### src/shared/afe_input_consts.svh
/*
 Constants of the front-end input configuration block: register byte
 addresses, field positions, reset values and sizes.
 Assumes it is included by the package and the design files by bare name.
*/
`ifndef AFE_INPUT_CONSTS_SVH
`define AFE_INPUT_CONSTS_SVH

// Register byte addresses in I/O memory
`define AFE_MUX_FIRST_ADDR 16'h2100
`define AFE_MUX_LAST_ADDR 16'h2105
`define AFE_PAIR_MODE_ADDR 16'h210C
`define AFE_PREAMP_ADDR 16'h2704
`define AFE_REMOTE_ADDR 16'h2709

// Field positions
`define AFE_PAIR0_DIFF_BIT 4
`define AFE_PAIR_DIFF_MSB 7
`define AFE_PAIR_DIFF_LSB 4
`define AFE_PREAMP_BIT 5
`define AFE_REMOTE_MSB 5
`define AFE_REMOTE_LSB 3
`define AFE_SLOT_COUNT_MSB 7
`define AFE_SLOT_COUNT_LSB 4

// Reset values
`define AFE_REG_RESET 8'h00

// Sizes
`define AFE_MUX_BYTES 6
`define AFE_SLOTS 11
`define AFE_CURRENT_PINS 8
`define AFE_INPUT_PINS 11
`define AFE_REMOTE_PAIRS 3
`define AFE_PREAMP_GAIN 8
`define AFE_FIRST_VOLTAGE_CODE 4'h8
`define AFE_SAMPLE_W 32
`define AFE_CE_ADDR_W 10
`define AFE_FIFO_DEPTH 4

// Compute-engine RAM placement of samples
`define AFE_LOCAL_CE_BASE 10'h000
`define AFE_REMOTE_CE_BASE 10'h010

`endif

### src/shared/afe_input_pkg.sv
/*
 Types of the front-end input configuration block: register bus request,
 configuration image and the word written to compute-engine RAM.
 Assumes afe_input_consts.svh is on the include path.
*/
`include "afe_input_consts.svh"

package afe_input_pkg;

	typedef struct packed
	{
		logic wr;
		logic rd;
		logic [15:0] addr;
		logic [7:0] wdata;
	} bus_req_t;

	typedef struct packed
	{
		logic [`AFE_MUX_BYTES-1:0][7:0] mux;
		logic [7:0] pair_mode;
		logic [7:0] preamp;
		logic [7:0] remote;
	} cfg_t;

	typedef struct packed
	{
		logic [`AFE_CE_ADDR_W-1:0] addr;
		logic [`AFE_SAMPLE_W-1:0] data;
	} ce_word_t;

	typedef enum logic [1:0]
	{
		SEQ_IDLE = 2'b00,
		SEQ_SELECT = 2'b01,
		SEQ_CONVERT = 2'b10,
		SEQ_STORE = 2'b11
	} seq_state_t;

endpackage

### src/rtl/afe_sample_fifo.sv
/*
 Small synchronous FIFO with valid/ready on both sides.
 Assumes one clock; write and read may happen in the same cycle.
*/
`timescale 1ns/100ps
`default_nettype none

module afe_sample_fifo
#(
	parameter int WIDTH = 42,
	parameter int DEPTH = 4
)
(
	input wire logic clock,
	input wire logic rst_n,
	input wire logic in_valid,
	output logic in_ready,
	input wire logic [WIDTH-1:0] in_data,
	output logic out_valid,
	input wire logic out_ready,
	output logic [WIDTH-1:0] out_data
);

	localparam int PW = (DEPTH > 1) ? $clog2(DEPTH) : 1;
	localparam int CW = $clog2(DEPTH + 1);

	logic [WIDTH-1:0] mem [DEPTH];
	logic [PW-1:0] wr_ptr;
	logic [PW-1:0] rd_ptr;
	logic [CW-1:0] count;
	logic push;
	logic pop;

	assign in_ready = (count != CW'(DEPTH));
	assign out_valid = (count != '0);
	assign push = in_valid && in_ready;
	assign pop = out_valid && out_ready;
	assign out_data = mem[rd_ptr];

	function automatic logic [PW-1:0] bump(input logic [PW-1:0] p);
		bump = (p == PW'(DEPTH - 1)) ? '0 : p + PW'(1);
	endfunction

	always_ff @(posedge clock)
	begin
		if (push)
			mem[wr_ptr] <= in_data;
	end

	always_ff @(posedge clock or negedge rst_n)
	begin
		if (!rst_n)
		begin
			wr_ptr <= '0;
			rd_ptr <= '0;
			count <= '0;
		end
		else
		begin
			if (push)
				wr_ptr <= bump(wr_ptr);
			if (pop)
				rd_ptr <= bump(rd_ptr);
			if (push && !pop)
				count <= count + CW'(1);
			else if (pop && !push)
				count <= count - CW'(1);
		end
	end

endmodule
`default_nettype wire

### src/rtl/afe_input_configuration.sv
/*
 Front-end input configuration: the I/O memory registers that route the
 eleven converter inputs, the slot sequencer that feeds local inputs to the
 one converter, and the path that puts local and remote samples into
 compute-engine RAM through a FIFO.
 Assumes the converter and decimation filter sit outside and answer each
 conv_start with one conv_done; remote sensor links deliver ready samples.
*/
`timescale 1ns/100ps
`default_nettype none
`include "afe_input_consts.svh"

module afe_input_configuration
	import afe_input_pkg::*;
#(
	parameter int FIFO_DEPTH = `AFE_FIFO_DEPTH
)
(
	input wire logic clock,
	input wire logic rst_n,
	input wire bus_req_t mpu_req,
	output logic [7:0] mpu_rdata,
	input wire bus_req_t spi_req,
	output logic [7:0] spi_rdata,
	input wire logic frame_start,
	output logic frame_busy,
	output logic [3:0] conv_select,
	output logic conv_start,
	input wire logic conv_done,
	input wire logic [`AFE_SAMPLE_W-1:0] conv_data,
	input wire logic [`AFE_REMOTE_PAIRS-1:0] remote_valid,
	output logic [`AFE_REMOTE_PAIRS-1:0] remote_ready,
	input wire logic [`AFE_REMOTE_PAIRS-1:0][`AFE_SAMPLE_W-1:0] remote_data,
	output logic ce_wr_valid,
	input wire logic ce_wr_ready,
	output ce_word_t ce_wr,
	output logic pair0_differential_enable,
	output logic [3:0] pair_differential,
	output logic preamp_gain8,
	output logic [`AFE_REMOTE_PAIRS-1:0] remote_pair_enable,
	output logic [`AFE_INPUT_PINS-1:0] local_pin_enable
);

	cfg_t cfg;
	cfg_t next_cfg;
	seq_state_t state;
	logic [3:0] slot;
	logic [3:0] slot_count;
	logic [3:0] cur_sel;
	logic [`AFE_SAMPLE_W-1:0] sample;
	logic local_valid;
	logic fifo_in_valid;
	logic fifo_in_ready;
	ce_word_t fifo_in;

	////////////////////////////////////////////////////////////////////////
	// Register helpers

	// Applies one byte write to the configuration image
	function automatic cfg_t apply_write(input cfg_t c, input bus_req_t r);
		cfg_t n;
		n = c;
		if (r.wr)
		begin
			if (r.addr >= `AFE_MUX_FIRST_ADDR && r.addr <= `AFE_MUX_LAST_ADDR)
				n.mux[r.addr[2:0]] = r.wdata;
			else if (r.addr == `AFE_PAIR_MODE_ADDR)
				n.pair_mode = r.wdata;
			else if (r.addr == `AFE_PREAMP_ADDR)
				n.preamp = r.wdata;
			else if (r.addr == `AFE_REMOTE_ADDR)
				n.remote = r.wdata;
		end
		return n;
	endfunction

	// Unmapped addresses read as zero
	function automatic logic [7:0] read_byte(input cfg_t c, input logic [15:0] a);
		logic [7:0] d;
		d = 8'h00;
		if (a >= `AFE_MUX_FIRST_ADDR && a <= `AFE_MUX_LAST_ADDR)
			d = c.mux[a[2:0]];
		else if (a == `AFE_PAIR_MODE_ADDR)
			d = c.pair_mode;
		else if (a == `AFE_PREAMP_ADDR)
			d = c.preamp;
		else if (a == `AFE_REMOTE_ADDR)
			d = c.remote;
		return d;
	endfunction

	// Slot n lives in byte 5 - n/2, low nibble for even n
	function automatic logic [3:0] slot_field(input cfg_t c, input logic [3:0] n);
		logic [7:0] b;
		b = c.mux[3'(`AFE_MUX_BYTES - 1) - n[3:1]];
		return n[0] ? b[7:4] : b[3:0];
	endfunction

	// True when an input code belongs to a pair switched to remote
	function automatic logic code_is_remote(input cfg_t c, input logic [3:0] code);
		logic [2:0] rmt;
		rmt = c.remote[`AFE_REMOTE_MSB:`AFE_REMOTE_LSB];
		if (code >= `AFE_FIRST_VOLTAGE_CODE || code[3:1] == 3'd0)
			return 1'b0;
		return rmt[2'(code[3:1]) - 2'd1];
	endfunction

	////////////////////////////////////////////////////////////////////////
	// Register file

	// Host write applied first, so the processor wins a same-byte clash
	always_comb
		next_cfg = apply_write(apply_write(cfg, spi_req), mpu_req);

	always_ff @(posedge clock or negedge rst_n)
	begin
		if (!rst_n)
			cfg <= '{mux: '0, pair_mode: `AFE_REG_RESET, preamp: `AFE_REG_RESET,
				remote: `AFE_REG_RESET};
		else
			cfg <= next_cfg;
	end

	always_ff @(posedge clock or negedge rst_n)
	begin
		if (!rst_n)
		begin
			mpu_rdata <= 8'h00;
			spi_rdata <= 8'h00;
		end
		else
		begin
			if (mpu_req.rd)
				mpu_rdata <= read_byte(cfg, mpu_req.addr);
			if (spi_req.rd)
				spi_rdata <= read_byte(cfg, spi_req.addr);
		end
	end

	////////////////////////////////////////////////////////////////////////
	// Analog routing controls

	assign pair0_differential_enable = cfg.pair_mode[`AFE_PAIR0_DIFF_BIT];
	assign pair_differential = cfg.pair_mode[`AFE_PAIR_DIFF_MSB:`AFE_PAIR_DIFF_LSB];
	assign preamp_gain8 = cfg.preamp[`AFE_PREAMP_BIT];
	assign remote_pair_enable = cfg.remote[`AFE_REMOTE_MSB:`AFE_REMOTE_LSB];

	always_comb
	begin
		for (int i = 0; i < `AFE_INPUT_PINS; i++)
		begin
			if (i < `AFE_CURRENT_PINS)
				local_pin_enable[i] = !code_is_remote(cfg, 4'(i));
			else
				local_pin_enable[i] = 1'b1;
		end
	end

	////////////////////////////////////////////////////////////////////////
	// Slot sequencer

	assign slot_count = cfg.mux[0][`AFE_SLOT_COUNT_MSB:`AFE_SLOT_COUNT_LSB];
	assign cur_sel = slot_field(cfg, slot);
	assign frame_busy = (state != SEQ_IDLE);
	assign local_valid = (state == SEQ_STORE);

	always_ff @(posedge clock or negedge rst_n)
	begin
		if (!rst_n)
		begin
			state <= SEQ_IDLE;
			slot <= 4'h0;
			conv_start <= 1'b0;
			conv_select <= 4'h0;
			sample <= '0;
		end
		else
		begin
			conv_start <= 1'b0;
			unique case (state)
				SEQ_IDLE:
				begin
					if (frame_start && slot_count != 4'h0)
					begin
						slot <= 4'h0;
						state <= SEQ_SELECT;
					end
				end
				SEQ_SELECT:
				begin
					if (slot >= slot_count || slot == 4'(`AFE_SLOTS))
						state <= SEQ_IDLE;
					else if (code_is_remote(cfg, cur_sel))
						slot <= slot + 4'h1;
					else
					begin
						conv_select <= cur_sel;
						conv_start <= 1'b1;
						state <= SEQ_CONVERT;
					end
				end
				SEQ_CONVERT:
				begin
					if (conv_done)
					begin
						sample <= conv_data;
						state <= SEQ_STORE;
					end
				end
				SEQ_STORE:
				begin
					if (fifo_in_ready)
					begin
						slot <= slot + 4'h1;
						state <= SEQ_SELECT;
					end
				end
			endcase
		end
	end

	////////////////////////////////////////////////////////////////////////
	// Sample path to compute-engine RAM

	// Local sample first, then the lowest pending remote pair
	always_comb
	begin
		logic taken;
		taken = local_valid;
		fifo_in_valid = local_valid;
		fifo_in.addr = `AFE_LOCAL_CE_BASE + `AFE_CE_ADDR_W'(slot);
		fifo_in.data = sample;
		remote_ready = '0;
		for (int k = 0; k < `AFE_REMOTE_PAIRS; k++)
		begin
			if (!remote_pair_enable[k])
				remote_ready[k] = 1'b1;
			else if (!taken && remote_valid[k])
			begin
				taken = 1'b1;
				fifo_in_valid = 1'b1;
				remote_ready[k] = fifo_in_ready;
				fifo_in.addr = `AFE_REMOTE_CE_BASE + `AFE_CE_ADDR_W'(k);
				fifo_in.data = remote_data[k];
			end
		end
	end

	afe_sample_fifo
	#(
		.WIDTH($bits(ce_word_t)),
		.DEPTH(FIFO_DEPTH)
	)
	sample_fifo
	(
		.clock(clock),
		.rst_n(rst_n),
		.in_valid(fifo_in_valid),
		.in_ready(fifo_in_ready),
		.in_data(fifo_in),
		.out_valid(ce_wr_valid),
		.out_ready(ce_wr_ready),
		.out_data(ce_wr)
	);

endmodule
`default_nettype wire

### config.mk
export PLATFORM = sky130hd
export DESIGN_NAME = afe_input_configuration
export DESIGN_NICKNAME = d
export VERILOG_FILES = /design/src/shared/afe_input_pkg.sv /design/src/rtl/afe_sample_fifo.sv /design/src/rtl/afe_input_configuration.sv
export VERILOG_INCLUDE_DIRS = /design/src /design/src/shared
export SDC_FILE = /design/constraint.sdc
export NUM_CORES = 1
export LEC_CHECK = 0
export ABC_AREA = 1
export BUFFER_PORTS_ARGS = -buffer_cell sky130_fd_sc_hd__buf_2
export CAP_MARGIN = 20
export CORE_ASPECT_RATIO = 1.4
export CORE_UTILIZATION = 35
export CTS_CLUSTER_SIZE = 10
export DETAILED_ROUTE_END_ITERATION = 8
export PLACE_DENSITY = 0.57
export SETUP_SLACK_MARGIN = 0.5
export SLEW_MARGIN = 10
export SYNTH_ARGS = -nofsm -noshare
export SYNTH_HDL_FRONTEND = slang
export SYNTH_HIERARCHICAL = 1
export SYNTH_SLANG_ARGS = --single-unit
export TNS_END_PERCENT = 20
### constraint.sdc
create_clock -name clock -period 4.5 [get_ports clock]
set_clock_uncertainty 0.2 [all_clocks]
set_input_delay 0.225 -clock clock [delete_from_list [all_inputs] [get_ports clock]]
set_output_delay 0.225 -clock clock [all_outputs]
set_load 0.005 [all_outputs]
== Word level (Yosys, flattened, before mapping) ==
Memories as Yosys holds them, arrays and structs flattened.
Cells that the tools add are included.
W data, S select, Z words.
Storage, ports and cells
  flip-flop bits (word level): 138
  bits in writable memories: 168
  memories: 1
Memories
  sample_fifo.mem: depth 4, bits a word 42, read ports 1, clocked after memory_dff 0, write ports 1, RTL line afe_sample_fifo.sv:27  | logic [WIDTH-1:0] mem [DEPTH];
Operators by class
  add/subtract/negate cells: 7
  $lt $le $gt $ge: 12
  equality and inequality tests: 19
  mux-type cells: 84
  bitwise logic cells: 2
  reduce and logical (&&, ||, !) cells: 33
Operator list (number)
  $mux W42: 4
  $mux W8: 21
  $mux W72: 2
  $bwmux W48: 2
  $eq A16 B14 Y1 const B: 6
  $mux W48: 2
  $mux W37: 2
  $bmux W8 S3: 3
  $demux W8 S3: 2
  $mux W24: 2
  $ge A16 B14 Y1 const B: 2
  $le A16 B14 Y1 const B: 2
  $mux W16: 2
  $mux W1: 25
  $mux W4: 5
  $mux W2: 7
  $logic_and A1 B1 Y1: 12
  $lt A3 B4 Y1 const B: 3
  $pmux W4 S3: 1
  $eq A2 B2 Y1 const B: 4
  $logic_not A1 Y1: 8
  $ne A2 B2 Y1 const B: 4
  $pmux W2 S4: 1
  $ge A3 B1 Y1 const B: 2
  other kinds (26): 33

== Logic depth before layout (Yosys ltp) ==
Gate-level depths: netlist of the first run.
  depth in word-level cells: 18
  mapped depth: 18
  depth with buffers taken out: 17

== By module ==
The synthesis of the first run kept the hierarchy.
By module, submodules not included
  afe_input_configuration: times used 1, cells an instance 1282, area each 9216.3 µm², sequential area each 3278.1 µm²
  afe_sample_fifo: times used 1, cells an instance 549, area each 7241.9 µm², sequential area each 5220.0 µm²

== Worst setup path before layout of the first run ==
OpenSTA, ideal clock, no wires.
  kind: flip-flop to flip-flop
  start: register state[0]
  end: memory sample_fifo.mem[0][0], enable pin
  setup time: 0.442 ns
  data arrival time: 2.804 ns
  path slack: 1.054 ns
  stages on the path, launching flop included: 8
  path buffers: 0
  path through: dfrtp_1 > ha_1 > inv_1 > nand2_1 > inv_1 > nand3_1 > nand2_1 > nor2_1
Between the ends
  cells in the longest elaborated chain, start to end: 16
Ends and longest elaborated chain
  from (decl): RTL line afe_input_configuration.sv:46  | seq_state_t state;
  from (signal assigned): RTL line afe_input_configuration.sv:171  | state <= SEQ_IDLE;
  from (signal assigned): RTL line afe_input_configuration.sv:186  | state <= SEQ_SELECT;
  from (signal assigned): RTL line afe_input_configuration.sv:192  | state <= SEQ_IDLE;
  $eq A2 B2 Y1 *: RTL line afe_input_configuration.sv:165  | assign local_valid = (state == SEQ_STORE);
  $logic_not A1 Y1: RTL line afe_input_configuration.sv:238  | else if (!taken && remote_valid[k])
  $logic_and A1 B1 Y1: RTL line afe_input_configuration.sv:238
  $mux W1: RTL line afe_input_configuration.sv:238
  $mux W1 *: RTL line afe_input_configuration.sv:236  | if (!remote_pair_enable[k])
  $logic_not A1 Y1: RTL line afe_input_configuration.sv:238
  $logic_and A1 B1 Y1: RTL line afe_input_configuration.sv:238
  $mux W1: RTL line afe_input_configuration.sv:238
  $mux W1 *: RTL line afe_input_configuration.sv:236
  $logic_not A1 Y1: RTL line afe_input_configuration.sv:238
  $logic_and A1 B1 Y1: RTL line afe_input_configuration.sv:238
  $mux W1: RTL line afe_input_configuration.sv:238
  $mux W1 *: RTL line afe_input_configuration.sv:236
  net fifo_in_valid: RTL line afe_input_configuration.sv:52  | logic fifo_in_valid;
  $logic_and A1 B1 Y1 *: RTL line afe_sample_fifo.sv:36  | assign push = in_valid && in_ready;
  $mux W1 *: RTL line afe_sample_fifo.sv:46  | if (push)
  $mux W1 (not written as such) *: RTL line afe_sample_fifo.sv:47  | mem[wr_ptr] <= in_data;
  to (decl): RTL line afe_sample_fifo.sv:27
Mark *: on every way through the listed nets, which the timed path passes. The rest lies on a longest branch.

==> results.txt, run 1 <==
Clock-pin transition on the worst setup and hold timing paths = 60 ps
Number of synthesized register bits = 306
Post-synth top area share = 0.3065
Final TNS setup = 0 ps
Synth Instances = 1831
Die Span Y = 258.6 um
Routed vias = 14560
Final Hold Fails = 0
Final wirelength = 56.24 mm
Type of origin of the critical path = register
Hold path startpoint = remote_data[33]
Syn-to-layout area delta = 24.13%
Mapped Area = 16460 um2
Placer congestion estimate = 0.9996
Post-DP Area = 18280 um2
Crit path cell chain = ha_1 -> inv_1 -> nand2_1 -> inv_1 -> nand2_1 -> nor2_4 -> inv_1 -> buf_4 -> nor2_1 -> nor2_1 -> dlygate4sd3_1
Post-synthesis sequential area ratio = 0.5163
Cell Pwr Density = 504.6 nW/um2
CTS tree = yes
Fin nets = 2385
Post-DRT Antenna Nets = 0
Die width = 185.3 um
Vias per Instance = 5.162
H-tree levels = 2
Clock Tree Buf Depth = 3
Setup Buffers After CTS = 0
WP data required = 4560 ps
Slowest stage cell, crit path = dlygate4sd3_1
# setup viols final = 0
Critical Path Max Stage Delay = 610 ps
HP Class = in2reg
CTS Buf Count = 37
# fillers = 4500
Grt ovf = 0
Max Fclk = 292.0 MHz
Largest net degree at the start of global routing = 87
Dpl hpwl = 40.43 mm
Critical path class = reg2reg
Final Core Density = 0.4422
TritonRoute pass-1 iters = 5
Leading area contributor after synthesis = edfxtp_1
Clock latency on the worst-skew pair = 550 ps
Site Rows = 93
Design area = 20430 um2
Max Fanout on Critical Path = 28
CTS Root Cell = clkbuf_16
Most common cell on crit path = inv_1
Status = complete, no violations
Starting Density = 0.3563
FF-to-FF Start = state[0]
Overall Global Routing Usage = 0.2322
Synth Warn # = 6
Layout cells sized above 1 = 0.2043
IO Pins = 276
Worst path arrival time = 3490 ps
Die area = 47910 um2
First-pass GRT wire length = 83.43 mm
Tmin final = 3425 ps
Multi-input logic area = 6610 um2
Detailed router's first-iteration violation count = 1266
Final period util = 0.7610
Core Footprint = 46200 um2
Ranking of synthesized cells by area = edfxtp_1, dfrtp_1, nand2_1, inv_1, o211ai_1
Initial antenna violation count = 1
Crit. End Element = register
Buffers added on ports = 270
Max_slew headroom = 0.3271
Peak supply drop = 0.0003281 V
Crit path launch = state[0]
Leakage power = 0.009195 uW
Mean Syn Cell Area = 8.989 um2
DRC Markers = 0
Register Area = 8502 um2
Netlist cell types = 55
Slew Limit Fails = 0
CTS sink count = 306
Routed wire length per instance = 19.94 um
Max Cap Viol = 0
Vias in the first global route = 13960
Worst Tran Pin Value = 1007 ps
RSZ-0062 raised after global routing = false
cells by family after synthesis:
group	synth area share
buf+inv	0.09062
fa+ha+maj	0.01490
flops	0.5163
mux	0.02189
compound gates	0.1878
other cells	0.0004563
xor+xnor	0.001065
simple gates	0.1669
cells in the final DEF, fill, tap and decap left out, types with 11 or more instances in the layout:
cell type	n
nand2_1	414
buf_2	269
inv_1	216
edfxtp_1	168
dfrtp_1	137
nor2_1	113
dlygate4sd3_1	104
a21oi_1	100
o21ai_1	91
o211ai_1	89
o21ai_0	71
nand3_1	64
clkbuf_16	38
mux2_2	32
o211ai_2	31
a211oi_1	29
conb_1	25
o22ai_1	22
clkbuf_1	21
buf_4	19
ha_1	18
inv_2	17
o221ai_1	13
nand4_1	11
critical path, delay by kind of cell (launching register included):
kind                       cells  cell delay [ps]
buffers and inverters          5             1310
DFF                            1              440
and+or+nand+nor                5              900
adders and majority gates      1              280
metal layers:
layer  wire, um  global-route usage
met1      21450              0.2690
met3       3752             0.03626
met5          0                   0
met2      27860              0.4065
met4       3175              0.1267
worst paths after layout:
check | end | slack [ps] | cells after the start
min in group asynchronous | cfg[16] | 130 | 2
setup / recovery | sample_fifo/mem[0][31] | 1080 | 11
max in group asynchronous | cfg[66] | 2870 | 3
hold reg to reg | mpu_rdata[5] | 280 | 2
setup reg to reg | sample_fifo/mem[0][31] | 1080 | 11
hold / removal | sample_fifo/mem[1][1] | 4 | 3
flip-flops by register name (all words and copies together), names as in the netlist, 4 cells and up:
register and count:
cfg 64, spi_rdata 8, slot 4, sample 32, conv_select 4, mpu_rdata 8, sample_fifo/mem 168
power breakdown:
| group | total [uW] | internal [uW] | switching, uW |
|---|---|---|---|
| registers | 4090 | 3750 | 336 |
| logic | 3420 | 1280 | 2150 |
| clock network | 2800 | 1610 | 1190 |
| total | 10300 | 6640 | 3670 |
cell usage after synthesis (all sizes together):
library cell / number
a211oi: 29
a21boi: 2
a21oi: 100
a22oi: 4
a31oi: 8
a32o: 2
a41oi: 1
buf: 70
clkbuf: 39
clkinv: 1
conb: 2
dfrtp: 138
edfxtp: 168
fa: 1
ha: 18
inv: 233
mux2: 32
nand2: 423
nand3: 67
nand3b: 1
nand4: 13
nor2: 127
nor3: 12
nor4: 5
o2111a: 1
o2111ai: 5
o211ai: 120
o21a: 1
o21ai: 163
o21bai: 1
o221ai: 13
o22ai: 22
o311ai: 2
o31ai: 4
or2: 1
xnor2: 1
xor2: 1
cell type report:
class | instances | share of cell area
sequential | 306 | 0.4162
inverter | 234 | 0.04305
clock inverter | 3 | 0.002205
antenna | 1 | 0.0001225
timing repair buffer | 394 | 0.1254
multi-input combinational | 1205 | 0.3236
clock buffer | 61 | 0.05175
tap | 617 | 0.03779
timing repair:
action	4_1_cts	5_1_grt
setup endpoints to repair	0	0
hold buffers	104	0
endpoints found under the hold margin	315	0
resized for setup	0	0
stage by stage:
stage	hold slack [ps]	worst slack [ps]	std cells	total power, uW
after floorplan	-270.6	1054	1854	6274
after global placement	188.7	1274	2652	7392
after detailed placement	196.8	1161	2652	7482
after CTS	2.698	1058	2820	10410
after global routing	26.21	799.0	2821	10960
final	3.647	1075	2821	10310
Power figures use the tool's default switching activity.
==> run 2: changes to the inputs <==
--- a/config.mk
+++ b/config.mk
@@ -6,14 +6,14 @@
 export SDC_FILE = /design/constraint.sdc
 export NUM_CORES = 1
 export LEC_CHECK = 0
-export ABC_AREA = 1
+export ABC_AREA = 0
 export BUFFER_PORTS_ARGS = -buffer_cell sky130_fd_sc_hd__buf_2
 export CAP_MARGIN = 20
 export CORE_ASPECT_RATIO = 1.4
 export CORE_UTILIZATION = 35
 export CTS_CLUSTER_SIZE = 10
 export DETAILED_ROUTE_END_ITERATION = 8
-export PLACE_DENSITY = 0.57
+export PLACE_DENSITY = 0.59
 export SETUP_SLACK_MARGIN = 0.5
 export SLEW_MARGIN = 10
 export SYNTH_ARGS = -nofsm -noshare
==> constraint.sdc (replaced) <==
create_clock -name clock -period 3.04 [get_ports clock]
set_clock_uncertainty 0.2 [all_clocks]
set_input_delay 0.152 -clock clock [delete_from_list [all_inputs] [get_ports clock]]
set_output_delay 0.152 -clock clock [all_outputs]
set_load 0.005 [all_outputs]
==> results.txt, run 2 <==
Status = complete, but fails checks
Failing checks = setup timing
Setup WS post-layout = -258.4 ps (-1334 ps)
Buffers added on ports = 270 (unchanged)
Max Cap Viol = 0 (unchanged)
CTS Buf Count = 37 (unchanged)
First-pass GRT wire length = 71.45 mm (-14%)
IO Pins = 276 (unchanged)
Async S/R FF share, synth = 0.4510 (unchanged)
Vias in the first global route = 12260 (-12%)
# setup viols final = 10 (+10)
Fin nets = 1925 (-19%)
Final period util = 1.085 (+0.3240)
Clock latency on the worst-skew pair = 530 ps (-20 ps)
Initial antenna violation count = 1 (unchanged)
Post-DRT Antenna Nets = 0 (unchanged)
Post-DP Area = 18060 um2 (-1.2%)
DP Worst Slack = -277.6 ps (-1439 ps)
Multi-input logic area = 6628 um2 (+0.27%)
DR top layer = met4
Largest register by flop count = sample_fifo/mem
Largest register FFs = 168 (unchanged)
Leading cell type in the layout, fill and taps excluded = buf_2
Most frequent cells in the layout = buf_2, edfxtp_1, a21oi_1, dfrtp_1, dlygate4sd3_1
Leading area contributor after synthesis = edfxtp_1
Grt ovf = 0 (unchanged)
DRC Markers = 0 (unchanged)
CTS tree = yes
Largest net degree at the start of global routing = 52 (-40%)
Number of flops mapped to enable cells by yosys = 168 (unchanged)
Max_slew headroom = 0.5203 (+0.1933)
Commonest cells in the netlist = edfxtp_1, a21oi_1, dfrtp_1
Placer congestion estimate = 0.8892 (-11%)
Mapped Area = 15650 um2 (-4.9%)
Crit. End Element = register
HP Class = in2reg
Die area = 45580 um2 (-4.9%)
Site Rows = 91 (-2.2%)
Final wirelength = 47.25 mm (-16%)
Final TNS setup = -1834 ps (-1834 ps)
Synth Instances = 1278 (-30%)
Register Area = 8504 um2 (about the same)
Ranking of synthesized cells by area = edfxtp_1, dfrtp_1, mux4_2, mux2i_1, a21oi_1
Max Fclk = 303.2 MHz (+3.8%)
Starting Density = 0.3552 (-0.001076)
Critical path class = reg2reg
Post-synthesis sequential area ratio = 0.5430 (+0.02662)
Synth Warn # = 6 (unchanged)
Peak supply drop = 0.0003466 V (+5.6%)
RSZ-0062 raised after global routing = true
Worst path arrival time = 3500 ps (about the same)
Die Span Y = 252.2 um (-2.5%)
Dpl hpwl = 33.23 mm (-18%)
Tmin final = 3298 ps (-126.3 ps)
H-tree levels = 2 (unchanged)
Number of synthesized register bits = 306 (unchanged)
CTS sink count = 306 (unchanged)
Final Hold Fails = 0 (unchanged)
Clock-pin transition on the worst setup and hold timing paths = 50 ps (about the same)
Top-count cell post-synth = edfxtp_1
Met3 WL post-DR = 2.521 mm (-33%)
Routed vias = 12000 (-18%)
Overall Global Routing Usage = 0.2060 (-0.02618)
TritonRoute pass-1 iters = 5 (unchanged)
Met2 wire length = 24.17 mm (-13%)
Slew Limit Fails = 0 (unchanged)
Mean Syn Cell Area = 12.25 um2 (+36%)
Detailed router's first-iteration violation count = 800 (-37%)
Post-synth top area share = 0.3223 (+0.01581)
Syn-to-layout area delta = 31.50%
Design area = 20580 um2 (+0.74%)
WP data required = 3250 ps (-1310 ps)
Total power = 13510 uW (+31%)
Vias per Instance = 5.211 (+0.96%)
Die width = 180.7 um (-2.5%)
Cell Pwr Density = 656.3 nW/um2 (+30%)
M1 WL = 18.53 mm (-14%)
# fillers = 3981 (-12%)
CTS Root Cell = clkbuf_16
Routed wire length per instance = 20.52 um (+2.9%)
Layout cells sized above 1 = 0.3310 (+0.1268)
Max Fanout on Critical Path = 5 (-82%)
Clock Tree Buf Depth = 3 (unchanged)
Top_reg_cell synth = edfxtp_1
Type of origin of the critical path = register
Core Footprint = 44060 um2 (-4.6%)
Leakage power = 0.008540 uW (-7.1%)
Regs by FF count = sample_fifo/mem: 168 flops, cfg: 64 flops, sample: 32 flops
Worst Tran Pin Value = 717.5 ps (-289.8 ps)
Netlist cell types = 72 (+31%)
## run 2: metrics by stage
stage | hold slack, ps | cells | util
after floorplan | -343.6 | 1301 | -
after global placement | -44.01 | 2109 | 0.4099
after detailed placement | -39.55 | 2109 | 0.4099
after CTS | 3.115 | 2300 | 0.4649
after global routing | 21.28 | 2302 | 0.4670
final | 21.41 | 2303 | 0.4671
## run 2: cells by family after synthesis
family                     Yosys count  share of synthesized area
and+or+nand+nor                    311                    0.09553
buffers and inverters              153                    0.04908
AOI/OAI and AO/OA                  276                     0.1036
DFF                                306                     0.5430
other                                2                  0.0004798
adders and majority gates           19                    0.01567
muxes                              208                     0.1910
xor gates and xnor gates             3                   0.001679
## run 2: routing by layer
metal  GRT usage  up-vias
met5           0        -
met4     0.09499        0
met3     0.03055       94
met2      0.3724      474
met1      0.2395     5806
li1            -     5628
## run 2: power breakdown
part           internal (uW)  total [uW]  switching [uW]
clock                   2430        4100            1670
combinational           2100        4080            1970
sequential              5000        5330             325
## run 2: what timing repair did
action | 4_1_cts | 5_1_grt
pin swaps | 2 | 10
hold endpoints to repair | 396 | 0
setup endpoints to repair | 159 | 103
resized for setup | 23 | 17
hold buffers | 114 | 0
setup buffers | 13 | 1
## run 2: worst max-delay path, stage by stage, from the launching register on
cell,delay [ps]
dfrtp_2,440
buf_12,130
mux4_2,510
nand2_2,80
a21oi_2,50
a31oi_2,220
ha_4,260
a221oi_4,290
a32oi_2,170
a22oi_4,290
a221o_1,230
mux2_4,300
## run 2: final cells by class
class | count | share of cell area
antenna | 2 | 0.0002432
clock buffer | 59 | 0.05046
clock inverter | 5 | 0.003526
inverter | 39 | 0.007356
multi-input combinational | 842 | 0.3220
sequential | 306 | 0.4132
tap | 558 | 0.03392
timing repair buffer | 492 | 0.1693
## run 2: final timing paths
kind | start | endpoint | slack (ps) | depth (start not counted)
worst max-delay path | slot[2] | state[1] | -260 | 11
worst min-delay path | remote_data[44] | sample_fifo/mem[0][12] | 20 | 3
worst max register to register | slot[2] | state[1] | -260 | 11
worst min register to register | sample[12] | sample[12] | 300 | 1
max in group asynchronous | rst_n | state[1] | 2300 | 3
min in group asynchronous | rst_n | cfg[2] | 40 | 3
==> run 3: changes to the inputs <==
==> constraint.sdc (replaced) <==
create_clock -name clock -period 3.04 [get_ports clock]
set_clock_uncertainty 0.2 [all_clocks]
set_input_delay 0.152 -clock clock [delete_from_list [all_inputs] [get_ports clock]]
set_output_delay 0.152 -clock clock [all_outputs]
set_load 0.1 [all_outputs]
==> results.txt, run 3 (synthesized netlist as in run 2, its figures left out) <==
CTS sink count = 306 (unchanged)
# fillers = 3970 (-0.28%)
Critical path class = reg2reg
First-pass GRT wire length = 70.87 mm (-0.81%)
Most common cell on crit path = ha_4
RSZ-0062 raised after global routing = true
Seq pwr share = 0.328 (-0.067)
Slowest stage cell, crit path = dfrtp_2
Site Rows = 91 (unchanged)
Crit. End Element = register
CTS tree = yes
FF-to-FF Start = slot[2]
DRC Markers = 0 (unchanged)
TritonRoute pass-1 iters = 5 (unchanged)
DP Worst Slack = -414.3 ps (-136.6 ps)
IO Pins = 276 (unchanged)
Routed wire length per instance = 20.53 um (about the same)
Core Footprint = 44060 um2 (unchanged)
Vias per Instance = 5.272 (+1.2%)
CTS Buf Count = 37 (unchanged)
Final Core Density = 0.4642 (-0.002897)
Max Fanout on Critical Path = 6 (+1)
Final hold slack = -30.03 ps (-51.44 ps)
Worst r2r path cells = 11 (unchanged)
Dpl hpwl = 32.69 mm (-1.6%)
Die width = 180.7 um (unchanged)
Met2 wire length = 24.12 mm (-0.22%)
Max Fclk = 305.5 MHz (+0.75%)
Overall Global Routing Usage = 0.2035 (-0.002547)
Leakage power = 0.008442 uW (-1.1%)
Layout cells sized above 1 = 0.3283 (-0.002741)
Hold path startpoint = remote_data[49]
Max Cap Viol = 0 (unchanged)
Largest register FFs = 168 (unchanged)
M1 WL = 17.72 mm (-4.4%)
Die area = 45580 um2 (unchanged)
Most frequent cells in the layout = buf_2, edfxtp_1, a21oi_1, dfrtp_1, dlygate4sd3_1
Regs by FF count = sample_fifo/mem: 168 flops, cfg: 64 flops, sample: 32 flops
DR top layer = met5
Clock-pin transition on the worst setup and hold timing paths = 60 ps (about the same)
Vias in the first global route = 12260 (+0.0082%)
Worst Tran Pin Value = 739.1 ps (+21.56 ps)
HP Class = in2reg
Crit Reg-Reg Endpoint = state[1]
Peak supply drop = 0.0003822 V (+10%)
Leading cell type in the layout, fill and taps excluded = buf_2
Initial antenna violation count = 3 (+2)
Placer congestion estimate = 0.8778 (-1.3%)
Tmin final = 3274 ps (-24.58 ps)
Largest net degree at the start of global routing = 76 (+46%)
Worst path arrival time = 3490 ps (about the same)
R2R setup slack = -230 ps (+20 ps)
Die Span Y = 252.2 um (unchanged)
Slew Limit Fails = 0 (unchanged)
Pint = 9524 uW (-0.16%)
CTS Root Cell = clkbuf_16
Cell Pwr Density = 787.3 nW/um2 (+20%)
Hold Path End = sample_fifo/mem[3][17]
Starting Density = 0.3552 (unchanged)
Setup WS post-layout = -233.8 ps (+24.58 ps)
Clk pwr share = 0.254 (-0.050)
Sw Ratio = 0.4085 (+0.1148)
Clock latency on the worst-skew pair = 530 ps (about the same)
# setup viols final = 10 (unchanged)
Clock Tree Buf Depth = 3 (unchanged)
Failing checks = hold timing, setup timing
Final period util = 1.077 (-0.008085)
Grt ovf = 0 (unchanged)
H-tree levels = 2 (unchanged)
Met3 WL post-DR = 2.876 mm (+14%)
Sw Pwr = 6578 uW (+66%)
Crit path cell chain = inv_6 -> ha_4 -> or3b_4 -> o22ai_4 -> a31oi_4 -> ha_4 -> a221oi_4 -> a32oi_2 -> a22oi_4 -> a221o_1 -> mux2_4
Fin nets = 1903 (-1.1%)
Status = complete, but fails checks
Critical Path Max Stage Delay = 480 ps (-30 ps)
Detailed router's first-iteration violation count = 755 (-5.6%)
WP data required = 3250 ps (about the same)
Final Hold Fails = 24 (+24)
Max_slew headroom = 0.5073 (-0.01303)
Syn-to-layout area delta = 30.68%
Post-DRT Antenna Nets = 0 (unchanged)
Type of origin of the critical path = register
WHS Path Cells = 3 (unchanged)
Comb power frac = 0.418 (+0.116)
Final wirelength = 46.84 mm (-0.88%)
Buffers added on ports = 270 (unchanged)
Routed vias = 12030 (+0.20%)
Largest register by flop count = sample_fifo/mem
run 3: area by class of cell:
cell class / instances / area, um2 / area share
Clock buffer: 61 / 1067 / 0.05218
Multi-Input combinational cell: 842 / 6671 / 0.3262
Timing Repair Buffer: 470 / 3312 / 0.1619
Antenna cell: 2 / 5.005 / 0.0002447
Sequential cell: 306 / 8504 / 0.4158
Inverter: 39 / 151.4 / 0.007402
Clock inverter: 3 / 43.79 / 0.002141
Tap cell: 558 / 698.2 / 0.03413
run 3: worst max-delay path by stage:
stage | start | endpoint | cells after the start
2_1_floorplan | slot[2] | state[1] | 13
3_3_place_gp | slot[2] | state[1] | 10
3_5_place_dp | slot[2] | state[1] | 10
4_1_cts | slot[2] | state[1] | 11
5_1_grt | slot[2] | state[1] | 11
6_report | slot[2] | state[1] | 11
run 3: worst max-delay path: cells and delay by family, from the launching register on:
family | cells | cell delay, ps
muxes | 1 | 310
AOI/OAI and AO/OA | 6 | 1190
and+or+nand+nor | 1 | 390
DFF | 1 | 480
adders and majority gates | 2 | 540
buffers and inverters | 1 | 50
run 3: stage by stage:
stage               setup TNS, ps  std cells  area, um2  hold WS (ps)  total power, uW
floorplan                   -2099       1301      15790        -343.6            10350
global placement            -2290       2100      18010         45.00            11660
finish                      -1678       2281      20450        -30.03            16100
global route                -3246       2280      20450         3.698            16830
detailed placement          -3586       2100      18010         47.94            11770
CTS                         -2279       2273      20260         5.818            16100
run 3: repair_timing:
item | in CTS | in global routing
gates resized for setup | 17 | 41
endpoints found under the hold margin | 326 | 16
hold buffers | 104 | 4
pin swaps | 2 | 7
setup endpoints to repair | 51 | 127
setup buffers | 5 | 2
run 3: layer usage:
metal / GRT usage / vias to the layer above
met2: 0.3701 / 521
met4: 0.09451 / 2
met1: 0.2319 / 5816
li1: - / 5569
met3: 0.03386 / 118
met5: 0 / -
run 3: power by group through the flow:
stage / Sequential (uW) / Combinational (uW) / Clock [uW]
after floorplan: 5400 / 4950 / 0
after CTS: 5290 / 6610 / 4210
final: 5290 / 6730 / 4080
after global routing: 5340 / 7140 / 4350
after global placement: 5330 / 6330 / 0
after detailed placement: 5360 / 6420 / 0
